<file path="config.mk">
export PLATFORM = sky130hd
export DESIGN_NAME = second_timer
export DESIGN_NICKNAME = d
export VERILOG_FILES = /design/src/include/second_timer_pkg.sv /design/src/include/count_step_if.sv /design/src/rtl/second_timer.sv /design/src/rtl/count_step_gen.sv
export SDC_FILE = /design/constraint.sdc
export NUM_CORES = 1
export LEC_CHECK = 0
export BUFFER_PORTS_ARGS = -buffer_cell sky130_fd_sc_hd__buf_4
export CAP_MARGIN = 30
export CORE_MARGIN = 2
export CORE_UTILIZATION = 35
export CTS_BUF_LIST = sky130_fd_sc_hd__clkbuf_8
export DETAILED_ROUTE_END_ITERATION = 10
export PLACE_DENSITY = 0.65
export SETUP_SLACK_MARGIN = 0.4
export SLEW_MARGIN = 10
export SYNTH_ARGS = -nofsm -noshare
export SYNTH_HDL_FRONTEND = slang
export SYNTH_SLANG_ARGS = --single-unit
</file>
<file path="constraint.sdc">
create_clock -name CLK_SYS -period 3.7 [get_ports CLK_SYS]
set_input_delay 0.74 -clock CLK_SYS [delete_from_list [all_inputs] [get_ports CLK_SYS]]
set_output_delay 0.74 -clock CLK_SYS [all_outputs]
set_load 0.01 [all_outputs]
</file>
<file path="src/include/second_timer_pkg.sv">
// constants shared by the second timer core and its count-step generator
// assumes a single module clock; no bus, all controls are plain ports
`default_nettype none
package second_timer_pkg;
	localparam int          CNT_W         = 16;
	localparam int          PRESC_W       = 15;
	localparam logic [15:0] COUNTER_RST   = 16'h0000;
	localparam logic [15:0] PERIOD_RST    = 16'h0000;
	localparam logic [15:0] COMPARE_RST   = 16'h0000;
	localparam logic [14:0] PRESC_RST     = 15'h0000;
	localparam logic [14:0] PRESC_ONE     = 15'h0001;
	localparam logic [15:0] COUNTER_ONE   = 16'h0001;
	localparam logic [3:0]  EXTRA_DIV_LOG = 4'h8;
	localparam logic        BIT_RST       = 1'h0;

	// count input select
	typedef enum logic [1:0] {
		SEL_TIMER = 2'h0,
		SEL_SOFT  = 2'h1,
		SEL_RISE  = 2'h2,
		SEL_FALL  = 2'h3
	} count_sel_t;

	// start event select
	typedef enum logic [2:0] {
		TRIG_NONE   = 3'h0,
		TRIG_CH0    = 3'h1,
		TRIG_CH1    = 3'h2,
		TRIG_CH2    = 3'h3,
		TRIG_ANY_CH = 3'h4,
		TRIG_PERIOD = 3'h5,
		TRIG_ZERO   = 3'h6,
		TRIG_HALL   = 3'h7
	} trig_sel_t;

	// start event direction qualifier
	typedef enum logic [1:0] {
		DIR_NONE = 2'h0,
		DIR_UP   = 2'h1,
		DIR_DOWN = 2'h2,
		DIR_BOTH = 2'h3
	} dir_sel_t;

	localparam logic DIR_COUNT_UP   = 1'b0;
	localparam logic DIR_COUNT_DOWN = 1'b1;
endpackage : second_timer_pkg
`default_nettype wire

</file>
<file path="src/include/count_step_if.sv">
// carrier between the timer core and its count-step generator
// assumes both ends sit in the module clock domain
`timescale 1ns/10ps
`default_nettype none
interface count_step_if;
	logic                            run;
	second_timer_pkg::count_sel_t    in_sel;
	logic [2:0]                      clk_sel;
	logic                            extra_div;
	logic                            soft_count;
	logic                            ext_in;
	logic                            step;

	modport core (output run, output in_sel, output clk_sel, output extra_div,
		output soft_count, output ext_in, input step);
	modport gen (input run, input in_sel, input clk_sel, input extra_div,
		input soft_count, input ext_in, output step);
endinterface : count_step_if
`default_nettype wire

</file>
<file path="src/rtl/second_timer.sv">
// second timer: 16-bit up-counter, one compare channel, output path, shadows
// assumes all control and event inputs are synchronous to CLK_SYS
// Contract
// - timer mode 00 counts module clock through prescaler and optional divide-by-256.
// - divider code n divides by 2**n; extra stage adds factor 256.
// - prescaler held cleared whenever the run flag is zero.
// - counter mode steps on soft pulse (01), rising (10), falling (11) pin edge.
// - counts up only, clears after period match; period is value plus one.
// - single-shot clears run flag when the current period ends.
// - selected first-timer event sets the run flag.
// - trigger select picks none, channel compares, any compare, period, zero-up, hall.
// - direction select: 00 no action, 01 up, 10 down, 11 either.
// - equality compare against active value; shadow copied only on transfer strobe.
// - compare-match event raised on equality regardless of state bit.
// - software can force the state bit to one or zero.
// - hardware changes the state bit only while running.
// - state bit set on next count clock after compare match.
// - state bit cleared on next count clock after zero match without compare.
// - separate bits choose active state for internal line and pin source.
// - pin signal active only when modulation enabled and source active.
// - trap state with trap enable forces pin signal passive.
// - pin shows passive level when passive, inverse when active.
// - passive level written to shadow, applied on transfer, read back active.
// - shadow enable set and cleared by separate one-writes.
// - strobe while stopped, or enable with period match while running; clears enable.
// - period writes reach shadow; reads return active period.
// - run flag set and cleared by requests; never set with zero period (code sets it on a request or start event whatever the period).
// - counter writes ignored while running, applied at once while stopped.
// - zero-match indication whenever counter equals zero.
`timescale 1ns/10ps
`default_nettype none
module second_timer (
	// clock and reset
	input  wire logic        CLK_SYS,
	input  wire logic        RST_N,
	// mode configuration
	input  wire logic [1:0]  COUNT_INPUT_SELECT,
	input  wire logic [2:0]  CLOCK_DIVIDER_SELECT,
	input  wire logic        EXTRA_DIVIDE_ENABLE,
	input  wire logic        SINGLE_SHOT_ENABLE,
	input  wire logic [2:0]  SYNC_TRIGGER_SELECT,
	input  wire logic [1:0]  SYNC_DIRECTION_SELECT,
	input  wire logic        INTERNAL_LINE_STATE_SELECT,
	input  wire logic        PIN_SOURCE_STATE_SELECT,
	input  wire logic        PIN_MODULATION_ENABLE,
	input  wire logic        TRAP_OUTPUT_ENABLE,
	// software action pulses
	input  wire logic        RUN_SET_REQUEST,
	input  wire logic        RUN_CLEAR_REQUEST,
	input  wire logic        SOFT_COUNT_PULSE,
	input  wire logic        SHADOW_ENABLE_SET,
	input  wire logic        SHADOW_ENABLE_CLEAR,
	input  wire logic        STATE_SOFT_SET,
	input  wire logic        STATE_SOFT_CLEAR,
	// software value writes
	input  wire logic        PERIOD_WR,
	input  wire logic [15:0] PERIOD_WDATA,
	input  wire logic        COMPARE_WR,
	input  wire logic [15:0] COMPARE_WDATA,
	input  wire logic        COUNTER_WR,
	input  wire logic [15:0] COUNTER_WDATA,
	input  wire logic        PASSIVE_WR,
	input  wire logic        PASSIVE_WDATA,
	// first timer events
	input  wire logic        FIRST_TIMER_COMPARE_CH0,
	input  wire logic        FIRST_TIMER_COMPARE_CH1,
	input  wire logic        FIRST_TIMER_COMPARE_CH2,
	input  wire logic        FIRST_TIMER_PERIOD_MATCH,
	input  wire logic        FIRST_TIMER_ZERO_MATCH,
	input  wire logic        FIRST_TIMER_COUNT_DIRECTION,
	input  wire logic        HALL_STATE_CHANGE,
	// trap and pin inputs
	input  wire logic        TRAP_STATE,
	input  wire logic        EXTERNAL_COUNT_INPUT,
	// status and read-back
	output logic [15:0]      COUNTER_VALUE,
	output logic [15:0]      ACTIVE_PERIOD_VALUE,
	output logic [15:0]      ACTIVE_COMPARE_VALUE,
	output logic [15:0]      COMPARE_VALUE_SHADOW,
	output logic             PASSIVE_LEVEL_BIT,
	output logic             RUN_FLAG,
	output logic             SHADOW_TRANSFER_ENABLE,
	output logic             COMPARE_STATE_BIT,
	// events
	output logic             ZERO_MATCH,
	output logic             PERIOD_MATCH,
	output logic             COMPARE_MATCH_EVENT,
	output logic             SHADOW_TRANSFER_STROBE,
	output logic             COUNT_STEP,
	// modulation outputs
	output logic             INTERNAL_MODULATION_LINE,
	output logic             COMPARE_OUTPUT_PIN
);
	logic [15:0] counter_q;
	logic [15:0] counter_d;
	logic [15:0] period_q;
	logic [15:0] period_d;
	logic [15:0] period_sh_q;
	logic [15:0] compare_q;
	logic [15:0] compare_d;
	logic [15:0] compare_sh_q;
	logic        psl_q;
	logic        psl_d;
	logic        psl_sh_q;
	logic        run_q;
	logic        run_d;
	logic        ste_q;
	logic        ste_d;
	logic        state_q;
	logic        state_d;
	logic        pin_q;
	logic        pin_d;

	count_step_if step_bus ();

	count_step_gen u_step (
		.clk   (CLK_SYS),
		.rst_n (RST_N),
		.cs    (step_bus.gen)
	);

	// first-timer event chosen by the trigger select code
	function automatic logic trig_event(input logic [2:0] sel, input logic c0,
		input logic c1, input logic c2, input logic pm, input logic zm,
		input logic dir, input logic hall);
		case (sel)
			second_timer_pkg::TRIG_CH0:    trig_event = c0;
			second_timer_pkg::TRIG_CH1:    trig_event = c1;
			second_timer_pkg::TRIG_CH2:    trig_event = c2;
			second_timer_pkg::TRIG_ANY_CH: trig_event = c0 | c1 | c2;
			second_timer_pkg::TRIG_PERIOD: trig_event = pm;
			second_timer_pkg::TRIG_ZERO:
				trig_event = zm & (dir == second_timer_pkg::DIR_COUNT_UP);
			second_timer_pkg::TRIG_HALL:   trig_event = hall;
			default:                       trig_event = 1'b0;
		endcase
	endfunction : trig_event

	// direction qualifier for the start event
	function automatic logic dir_ok(input logic [1:0] sel, input logic dir);
		case (sel)
			second_timer_pkg::DIR_UP:   dir_ok = dir == second_timer_pkg::DIR_COUNT_UP;
			second_timer_pkg::DIR_DOWN: dir_ok = dir == second_timer_pkg::DIR_COUNT_DOWN;
			second_timer_pkg::DIR_BOTH: dir_ok = 1'b1;
			default:                    dir_ok = 1'b0;
		endcase
	endfunction : dir_ok

	// one state-select decode for both the internal line and the pin source
	function automatic logic state_active(input logic state, input logic sel);
		state_active = state == sel;
	endfunction : state_active

	assign step_bus.run        = run_q;
	assign step_bus.in_sel     = second_timer_pkg::count_sel_t'(COUNT_INPUT_SELECT);
	assign step_bus.clk_sel    = CLOCK_DIVIDER_SELECT;
	assign step_bus.extra_div  = EXTRA_DIVIDE_ENABLE;
	assign step_bus.soft_count = SOFT_COUNT_PULSE;
	assign step_bus.ext_in     = EXTERNAL_COUNT_INPUT;

	wire step       = step_bus.step;
	// match decodes; each lasts as long as the counter holds its value
	wire zm         = counter_q == second_timer_pkg::COUNTER_RST;
	wire pm         = counter_q == period_q;
	wire cm         = counter_q == compare_q;
	wire trig_hit   = trig_event(SYNC_TRIGGER_SELECT, FIRST_TIMER_COMPARE_CH0,
		FIRST_TIMER_COMPARE_CH1, FIRST_TIMER_COMPARE_CH2, FIRST_TIMER_PERIOD_MATCH,
		FIRST_TIMER_ZERO_MATCH, FIRST_TIMER_COUNT_DIRECTION, HALL_STATE_CHANGE);
	wire dir_hit    = dir_ok(SYNC_DIRECTION_SELECT, FIRST_TIMER_COUNT_DIRECTION);
	wire sync_start = trig_hit & dir_hit;

	// strobe is a level; transfer itself waits for a count step while running
	// limitation: an enable set while stopped is cleared at the next clock
	wire strobe     = ~run_q | (ste_q & pm & run_q);
	wire transfer   = ~run_q | (ste_q & pm & step);
	wire ss_stop    = SINGLE_SHOT_ENABLE & pm & step;
	wire run_set    = RUN_SET_REQUEST | sync_start;
	// a running counter write is dropped, not held over
	wire cnt_load   = ~run_q & COUNTER_WR;
	wire cnt_wrap   = step & pm;
	// hardware moves the state bit only on a running count step
	wire hw_set     = run_q & step & cm;
	wire hw_clr     = run_q & step & zm;
	wire trap_block = TRAP_STATE & TRAP_OUTPUT_ENABLE;

	// set wins over any clear in the same cycle
	assign run_d = run_set ? 1'b1 : (RUN_CLEAR_REQUEST | ss_stop) ? 1'b0 : run_q;

	// write beats wrap, wrap beats increment
	always_comb begin
		if (cnt_load)
			counter_d = COUNTER_WDATA;
		else if (cnt_wrap)
			counter_d = second_timer_pkg::COUNTER_RST;
		else if (step)
			counter_d = counter_q + second_timer_pkg::COUNTER_ONE;
		else
			counter_d = counter_q;
	end

	assign period_d  = transfer ? period_sh_q : period_q;
	assign compare_d = transfer ? compare_sh_q : compare_q;
	assign psl_d     = transfer ? psl_sh_q : psl_q;

	// an explicit set beats both the clear request and the auto-clear
	assign ste_d = SHADOW_ENABLE_SET ? 1'b1
		: (SHADOW_ENABLE_CLEAR | transfer) ? 1'b0 : ste_q;

	// software forcing overrides the hardware switching rule
	always_comb begin
		if (STATE_SOFT_SET)
			state_d = 1'b1;
		else if (STATE_SOFT_CLEAR)
			state_d = 1'b0;
		else if (hw_set)
			state_d = 1'b1;
		else if (hw_clr)
			state_d = 1'b0;
		else
			state_d = state_q;
	end

	// trap gating sits ahead of the level select, so polarity still holds
	wire pin_src  = state_active(state_q, PIN_SOURCE_STATE_SELECT);
	wire pin_act  = PIN_MODULATION_ENABLE & pin_src & ~trap_block;
	assign pin_d  = pin_act ? ~psl_q : psl_q;

	// counter kept on its own; a running write never reaches it
	always_ff @(posedge CLK_SYS or negedge RST_N) begin
		if (!RST_N) begin
			counter_q <= second_timer_pkg::COUNTER_RST;
		end else begin
			counter_q <= counter_d;
		end
	end

	// software shadows take every write, running or not
	always_ff @(posedge CLK_SYS or negedge RST_N) begin
		if (!RST_N) begin
			period_sh_q  <= second_timer_pkg::PERIOD_RST;
			compare_sh_q <= second_timer_pkg::COMPARE_RST;
			psl_sh_q     <= second_timer_pkg::BIT_RST;
		end else begin
			if (PERIOD_WR)
				period_sh_q <= PERIOD_WDATA;
			if (COMPARE_WR)
				compare_sh_q <= COMPARE_WDATA;
			if (PASSIVE_WR)
				psl_sh_q <= PASSIVE_WDATA;
		end
	end

	// applied values move only through the transfer selects
	always_ff @(posedge CLK_SYS or negedge RST_N) begin
		if (!RST_N) begin
			period_q  <= second_timer_pkg::PERIOD_RST;
			compare_q <= second_timer_pkg::COMPARE_RST;
			psl_q     <= second_timer_pkg::BIT_RST;
		end else begin
			period_q  <= period_d;
			compare_q <= compare_d;
			psl_q     <= psl_d;
		end
	end

	// run and transfer-enable flags
	always_ff @(posedge CLK_SYS or negedge RST_N) begin
		if (!RST_N) begin
			run_q <= second_timer_pkg::BIT_RST;
			ste_q <= second_timer_pkg::BIT_RST;
		end else begin
			run_q <= run_d;
			ste_q <= ste_d;
		end
	end

	// pin registered so a select or trap change cannot glitch the pad
	always_ff @(posedge CLK_SYS or negedge RST_N) begin
		if (!RST_N) begin
			state_q <= second_timer_pkg::BIT_RST;
			pin_q   <= second_timer_pkg::BIT_RST;
		end else begin
			state_q <= state_d;
			pin_q   <= pin_d;
		end
	end

	assign COUNTER_VALUE            = counter_q;
	assign ACTIVE_PERIOD_VALUE      = period_q;
	assign ACTIVE_COMPARE_VALUE     = compare_q;
	assign COMPARE_VALUE_SHADOW     = compare_sh_q;
	assign PASSIVE_LEVEL_BIT        = psl_q;
	assign RUN_FLAG                 = run_q;
	assign SHADOW_TRANSFER_ENABLE   = ste_q;
	assign COMPARE_STATE_BIT        = state_q;
	assign ZERO_MATCH               = zm;
	assign PERIOD_MATCH             = pm;
	assign COMPARE_MATCH_EVENT      = cm;
	assign SHADOW_TRANSFER_STROBE   = strobe;
	assign COUNT_STEP               = step;
	assign INTERNAL_MODULATION_LINE = state_active(state_q,
		INTERNAL_LINE_STATE_SELECT);
	assign COMPARE_OUTPUT_PIN       = pin_q;
endmodule : second_timer
`default_nettype wire

</file>
<file path="src/rtl/count_step_gen.sv">
// count-step generator: prescaler in timer mode, soft or pin edges in counter mode
// assumes the external count input may be asynchronous; it is synchronised here
`timescale 1ns/10ps
`default_nettype none
module count_step_gen (
	// clock and reset
	input  wire logic  clk,
	input  wire logic  rst_n,
	// core side
	count_step_if.gen  cs
);
	logic [14:0] presc_q;
	logic [14:0] presc_d;
	logic        sync1_q;
	logic        sync2_q;
	logic        prev_q;

	// all-ones mask of the division factor, 2**(n + 8*extra) - 1
	function automatic logic [14:0] div_mask(input logic [2:0] n, input logic extra);
		logic [3:0] sh;
		sh = {1'b0, n} + (extra ? second_timer_pkg::EXTRA_DIV_LOG : 4'h0);
		div_mask = 15'((16'h0001 << sh) - 16'h0001);
	endfunction : div_mask

	wire [14:0] mask     = div_mask(cs.clk_sel, cs.extra_div);
	wire        presc_tk = (presc_q & mask) == mask;
	wire        rise     = sync2_q & ~prev_q;
	wire        fall     = ~sync2_q & prev_q;

	// held cleared while stopped so the first period is always full length
	assign presc_d = cs.run ? presc_q + second_timer_pkg::PRESC_ONE
		: second_timer_pkg::PRESC_RST;

	always_comb begin
		case (cs.in_sel)
			second_timer_pkg::SEL_TIMER: cs.step = cs.run & presc_tk;
			second_timer_pkg::SEL_SOFT:  cs.step = cs.run & cs.soft_count;
			second_timer_pkg::SEL_RISE:  cs.step = cs.run & rise;
			second_timer_pkg::SEL_FALL:  cs.step = cs.run & fall;
			default:                     cs.step = 1'b0;
		endcase
	end

	always_ff @(posedge clk or negedge rst_n) begin
		if (!rst_n) begin
			presc_q <= second_timer_pkg::PRESC_RST;
			sync1_q <= 1'b0;
			sync2_q <= 1'b0;
			prev_q  <= 1'b0;
		end else begin
			presc_q <= presc_d;
			sync1_q <= cs.ext_in;
			sync2_q <= sync1_q;
			prev_q  <= sync2_q;
		end
	end
endmodule : count_step_gen
`default_nettype wire

</file>
# Yosys cells after proc, flatten, opt, wreduce, memory -nomap -nowiden
# Index checks and enable logic that the tools add are counted.
[word_totals] elab_cells=96 register_bits=104 in_bits=87
[classes] n_reduce_logical=6 n_shift=1 muxes=17 add_sub_neg=4 bitwise_logic=35 eq_ne=18
[ops] op="$mux W16" count=3
[ops] op="$eq A16 B16 Y1" count=2
[ops] op="$and A1 B1 Y1" count=21
[ops] op="$add A16 B1 Y16 const B" count=1
[ops] op="$logic_not A16 Y1" count=1
[ops] op="$add A15 B1 Y15 const B" count=1
[ops] op="$and A15 B15 Y15" count=1
[ops] op="$eq A15 B15 Y1" count=1
[ops] op="$mux W15" count=1
[ops] op="$shl A1 B4 Y15 const A" count=1
[ops] op="$sub A15 B1 Y15 const B" count=1
[ops] op="$eq A3 B3 Y1 const B" count=4
[ops] op="$mux W1" count=9
[ops] op="$eq A2 B2 Y1 const B" count=4
[ops] op="$or A1 B1 Y1" count=7
[ops] op="$pmux W1 S7" count=1
[ops] op="$eq A3 B2 Y1 const B" count=2
[ops] op="$not A1 Y1" count=6
[ops] op="$add A3 B4 Y4" count=1
[ops] op="$eq A2 B1 Y1 const B" count=2
[ops] op="$mux W4" count=1
[ops] op="$pmux W1 S4" count=1
[ops] op="$reduce_bool A2 Y1" count=2
[ops] op="$reduce_bool A4 Y1" count=1
[ops] op="5 further kinds" count=6

# Depth between registers and ports, before layout
[logic_depth] ltp_word=14 ltp_mapped=13 mapped_depth_nobuf=10

# By module
# From an unflattened synthesis, not the netlist that was laid out.
[unflattened] cells_unflattened=481 hier_area_um2=5342.6
[by_module_without_submodules] mod="second_timer" cells_per_inst=358 instances=1 area_each_um2=4211.5
[by_module_without_submodules] mod="count_step_gen" cells_per_inst=123 instances=1 area_each_um2=1131.1

# Least setup slack after synthesis
# No wires, ideal clock.
[synth_timing] kind="input -> output" start="in EXTRA_DIVIDE_ENABLE" end="out COUNT_STEP" required_ns=2.960 slack_ns=0.416 stages=10 t_arrival_ns=2.544 path_cell_list="buf_4 nor2_1 nand3b_1 ha_1 a21oi_1 o31ai_1 nor4_1 a31o_1 buf_6 clkbuf_1"
[synth_via] elab_chain_len=8
[synth_rtl] item="start: declaration" line_no="second_timer.sv:39" rtl="input wire logic EXTRA_DIVIDE_ENABLE,"
[synth_rtl] item="$mux W4 *" line_no="count_step_gen.sv:21" rtl="sh = {1'b0, n} + (extra ? second_timer_pkg::EXTRA_DIV_LOG : 4'h0);"
[synth_rtl] item="$add A3 B4 Y4 *" line_no="count_step_gen.sv:21"
[synth_rtl] item="$shl A1 B4 Y15 *" line_no="count_step_gen.sv:22" rtl="div_mask = 15'((16'h0001 << sh) - 16'h0001);"
[synth_rtl] item="$sub A15 B1 Y15 *" line_no="count_step_gen.sv:22"
[synth_rtl] item="$and A15 B15 Y15" line_no="count_step_gen.sv:26" rtl="wire presc_tk = (presc_q & mask) == mask;"
[synth_rtl] item="$eq A15 B15 Y1 *" line_no="count_step_gen.sv:26"
[synth_rtl] item="$and A1 B1 Y1 *" line_no="count_step_gen.sv:36" rtl="second_timer_pkg::SEL_TIMER: cs.step = cs.run & presc_tk;"
[synth_rtl] item="$pmux W1 S4 *" line_no="count_step_gen.sv:35" rtl="case (cs.in_sel)"
[synth_rtl] item="end: declaration" line_no="second_timer.sv:89" rtl="output logic COUNT_STEP,"
# Mark *: on every way between the ends. The rest lies on a longest branch, timed or not.

# Final worst setup path
# Same ends and word-level chain as after synthesis.

==> results.md <==
- Max Slew Vio Count: 0
- Clock Latency Late Sink: 390 ps
- P_leak: 3.366 nW
- Fraction of power consumed by sequential logic: 46.9%
- EDFF count, synth: 0
- Synth Register Bits: 104
- Final setup fails: 0
- Routed WL per cell: 17.65 um
- Vias/cell: 5.156
- Vias: 4269
- Die Height: 128.0 um
- Mapped Nets: 578
- VDD IR-drop max: 0.3415 mV
- PwrDens: 519.2 mW/mm2
- Full die area: 0.01639 mm2
- Grt total ovfl: 0
- Synth warnings: 0
- Worst slew margin: 57.22%
- Worst-path clk slew: 120 ps
- Pin count of the biggest net entering global routing: 40
- Comb power frac: 31.7%
- Switching power: 0.001269 W
- Element type at the critical path start: input port
- # IOs: 162
- RSZ-0062 raised after global routing: no
- Area leader, netlist: dfrtp_1
- Maximum clock frequency: 0.3137 GHz
- Cells after Synth: 487
- Setup Fix Bufs, Post-CTS: 0
- Most used DFF post-synth: dfrtp_1
- Final Cycle Share: 86.15%
- Clk root buf: clkbuf_8
- Max clock buf depth: 2
- Cells after DPL: 812
- Fin. Hold Viols: 0
- First-pass DRT Iterations: 4
- Starting Density: 35.67%
- Place WS: 127.4 ps
- Internal Power: 0.002358 W
- Routed Wire Length: 14620 um
- Die X: 128.0 um
- Non-filler instance count after layout: 828
- Share of cells above drive strength 1: 40.94%
- CP arrival: 2450 ps
- Most frequent cell after synthesis: dfrtp_1
- MaxCap Viol Count: 0
- HP Class: in -> async
- Antenna-violating nets left: 0
- CP Capture Type: output pin
- Clk pwr share: 21.4%
- Seq/Total Area, Yosys: 48.35%
- Nets@finish: 726
- Cell area after synthesis: 0.005383 mm2
- Clock sinks: 104
- CTS tree: yes
- Synth cell count leaders: 104 x dfrtp_1, 60 x nand2_1, 38 x mux2_2, 30 x mux2_4, 26 x nor2_1
- Area share of the largest cell type after synthesis: 48.35%
- Post-CTS Hold Buffers: 0
- Initial antenna violation count: 0
- H-tree depth: 3
- Global-route wire length before repair: 23250 um
- Final worst slack: 512.5 ps
- Mapped Avg Cell Area: 11.05 um2
- Clock skew: 17.62 ps
- Minimum clock period: 3187 ps
- Area grow syn2layout: 29.78%
- Status: complete, no violations
- Total GRT Usage: 18.34%
- IO buf count: 161
- ANT cells: 0
- Sw Ratio: 34.98%
- Post-synth cell types: 49
- Core ar.: 0.01509 mm2
- Critical path type: in -> out
- Ranking of synthesized cells by area: dfrtp_1 48%, mux2_4 8.4%, mux2_2 7.9%, nand2_1 4.2%, xnor2_1 3.9%
- Worst Tran Pin Value: 635.9 ps
- Initial DRC count: 139
- # rows: 45
- CP Max Fanout: 11
- Required time worst endpoint: 2960 ps
- Final design utilization: 46.29%
- Placer Congestion: 0.8440
- Asr flop ratio synth: 100.0%
- Final TNS setup: 0 ps
- DR DRC count: 0
- CTS buffer count: 9
- Vias in the first global route: 4390
- Post-DP HPWL: 10910 um
==> cells in the final DEF (no fill, tap or decap), types with 7 or more instances in the layout <==
cell type and count:
and3_1 8, nand4_1 7, nor4_1 9, a21o_1 12, nand2_1 60, a21oi_1 12
dfrtp_1 104, mux2_4 30, nor2_1 25, nand3_1 17, o311ai_0 13, buf_4 168
clkbuf_8 9, xnor2_1 24, xor2_1 24, o21ai_0 13, inv_1 9, nor3_1 7
mux2_2 38
==> kinds of logic (layout without fill, tap and decap cells) <==
logic type      after synthesis  in the layout  share of synthesized area (%)
buf+inv                      43            196                          3.719
mux                          69             69                          16.50
flops                       104            104                          48.35
xor+xnor                     48             48                          7.810
simple gates                153            153                          13.81
compound gates               66             66                          8.880
fa+ha+maj                     4              4                         0.9298
==> final timing paths <==
| kind | depth (start not counted) | slack [ps] | startpoint | endpoint |
|---|---|---|---|---|
| worst max-delay path | 10 | 510 | EXTRA_DIVIDE_ENABLE | COUNT_STEP |
| worst min-delay path | 1 | 270 | RST_N | COUNTER_VALUE[12]$_DFFE_PN0P_ |
| worst max register to register | 8 | 1200 | COUNTER_VALUE[6]$_DFFE_PN0P_ | ACTIVE_PERIOD_VALUE[8]$_DFFE_PN0P_ |
| worst min register to register | 0 | 370 | u_step.sync1_q$_DFF_PN0_ | u_step.sync2_q$_DFF_PN0_ |
| max in group asynchronous | 2 | 2540 | RST_N | ACTIVE_COMPARE_VALUE[6]$_DFFE_PN0P_ |
| min in group CLK_SYS | 0 | 370 | u_step.sync1_q$_DFF_PN0_ | u_step.sync2_q$_DFF_PN0_ |
==> per-layer routing <==
metal	wire length [um]	GRT usage, %
met5	0	0
met4	116	5.495
met3	1287	6.093
met2	6902	28.78
met1	6313	24.22
==> flip-flops by register name, indices dropped and copies added (netlist names) <==
| register | count |
|---|---|
| u_step.presc_q | 15 |
| SHADOW_TRANSFER_ENABLE | 1 |
| COMPARE_STATE_BIT | 1 |
| u_step.prev_q | 1 |
| RUN_FLAG | 1 |
| COMPARE_OUTPUT_PIN | 1 |
| u_step.sync1_q | 1 |
| COMPARE_VALUE_SHADOW | 16 |
| ACTIVE_PERIOD_VALUE | 16 |
| psl_sh_q | 1 |
| ACTIVE_COMPARE_VALUE | 16 |
| PASSIVE_LEVEL_BIT | 1 |
| COUNTER_VALUE | 16 |
| u_step.sync2_q | 1 |
| period_sh_q | 16 |
==> worst max-delay path, cell delays in order <==
cell and delay, ps:
buf_4 160, nor2_4 160, nand3b_1 100, ha_2 230
nor3_1 190, a21oi_1 70, o31ai_1 240, nor4_1 90
a31o_2 300, buf_4 170
==> area by class of cell <==
class | instances | area (um2)
Tap cell | 188 | 235.2
Inverter | 10 | 37.54
Sequential cell | 104 | 2603
Timing Repair Buffer | 170 | 1301
Fill cell | 1436 | 8104
Multi-Input combinational cell | 340 | 2590
Clock inverter | 7 | 95.09
Clock buffer | 9 | 123.9
==> power groups by stage <==
stage               logic, W  clock network, W  registers [W]
floorplan           0.000657                 0        0.00163
global placement     0.00113                 0        0.00172
detailed placement   0.00116                 0        0.00173
CTS                  0.00116          0.000812        0.00171
global route         0.00126          0.000844        0.00174
finish               0.00115          0.000775        0.00170
==> what timing repair did <==
| action | 4_1_cts | 5_1_grt |
|---|---|---|
| resized for setup | 1 | 3 |
| setup endpoints to repair | 1 | 7 |
| cloned | 0 | 0 |
==> stage by stage <==
step | hold WS (ps) | area (um2) | total power [W]
2_1_floorplan | 331.2 | 5383 | 0.002283
3_3_place_gp | 338.6 | 6756 | 0.002849
3_5_place_dp | 341.0 | 6756 | 0.002885
4_1_cts | 251.7 | 6978 | 0.003682
5_1_grt | 277.3 | 6985 | 0.003851
6_report | 270.6 | 6985 | 0.003627
Power figures use the tool's default switching activity.
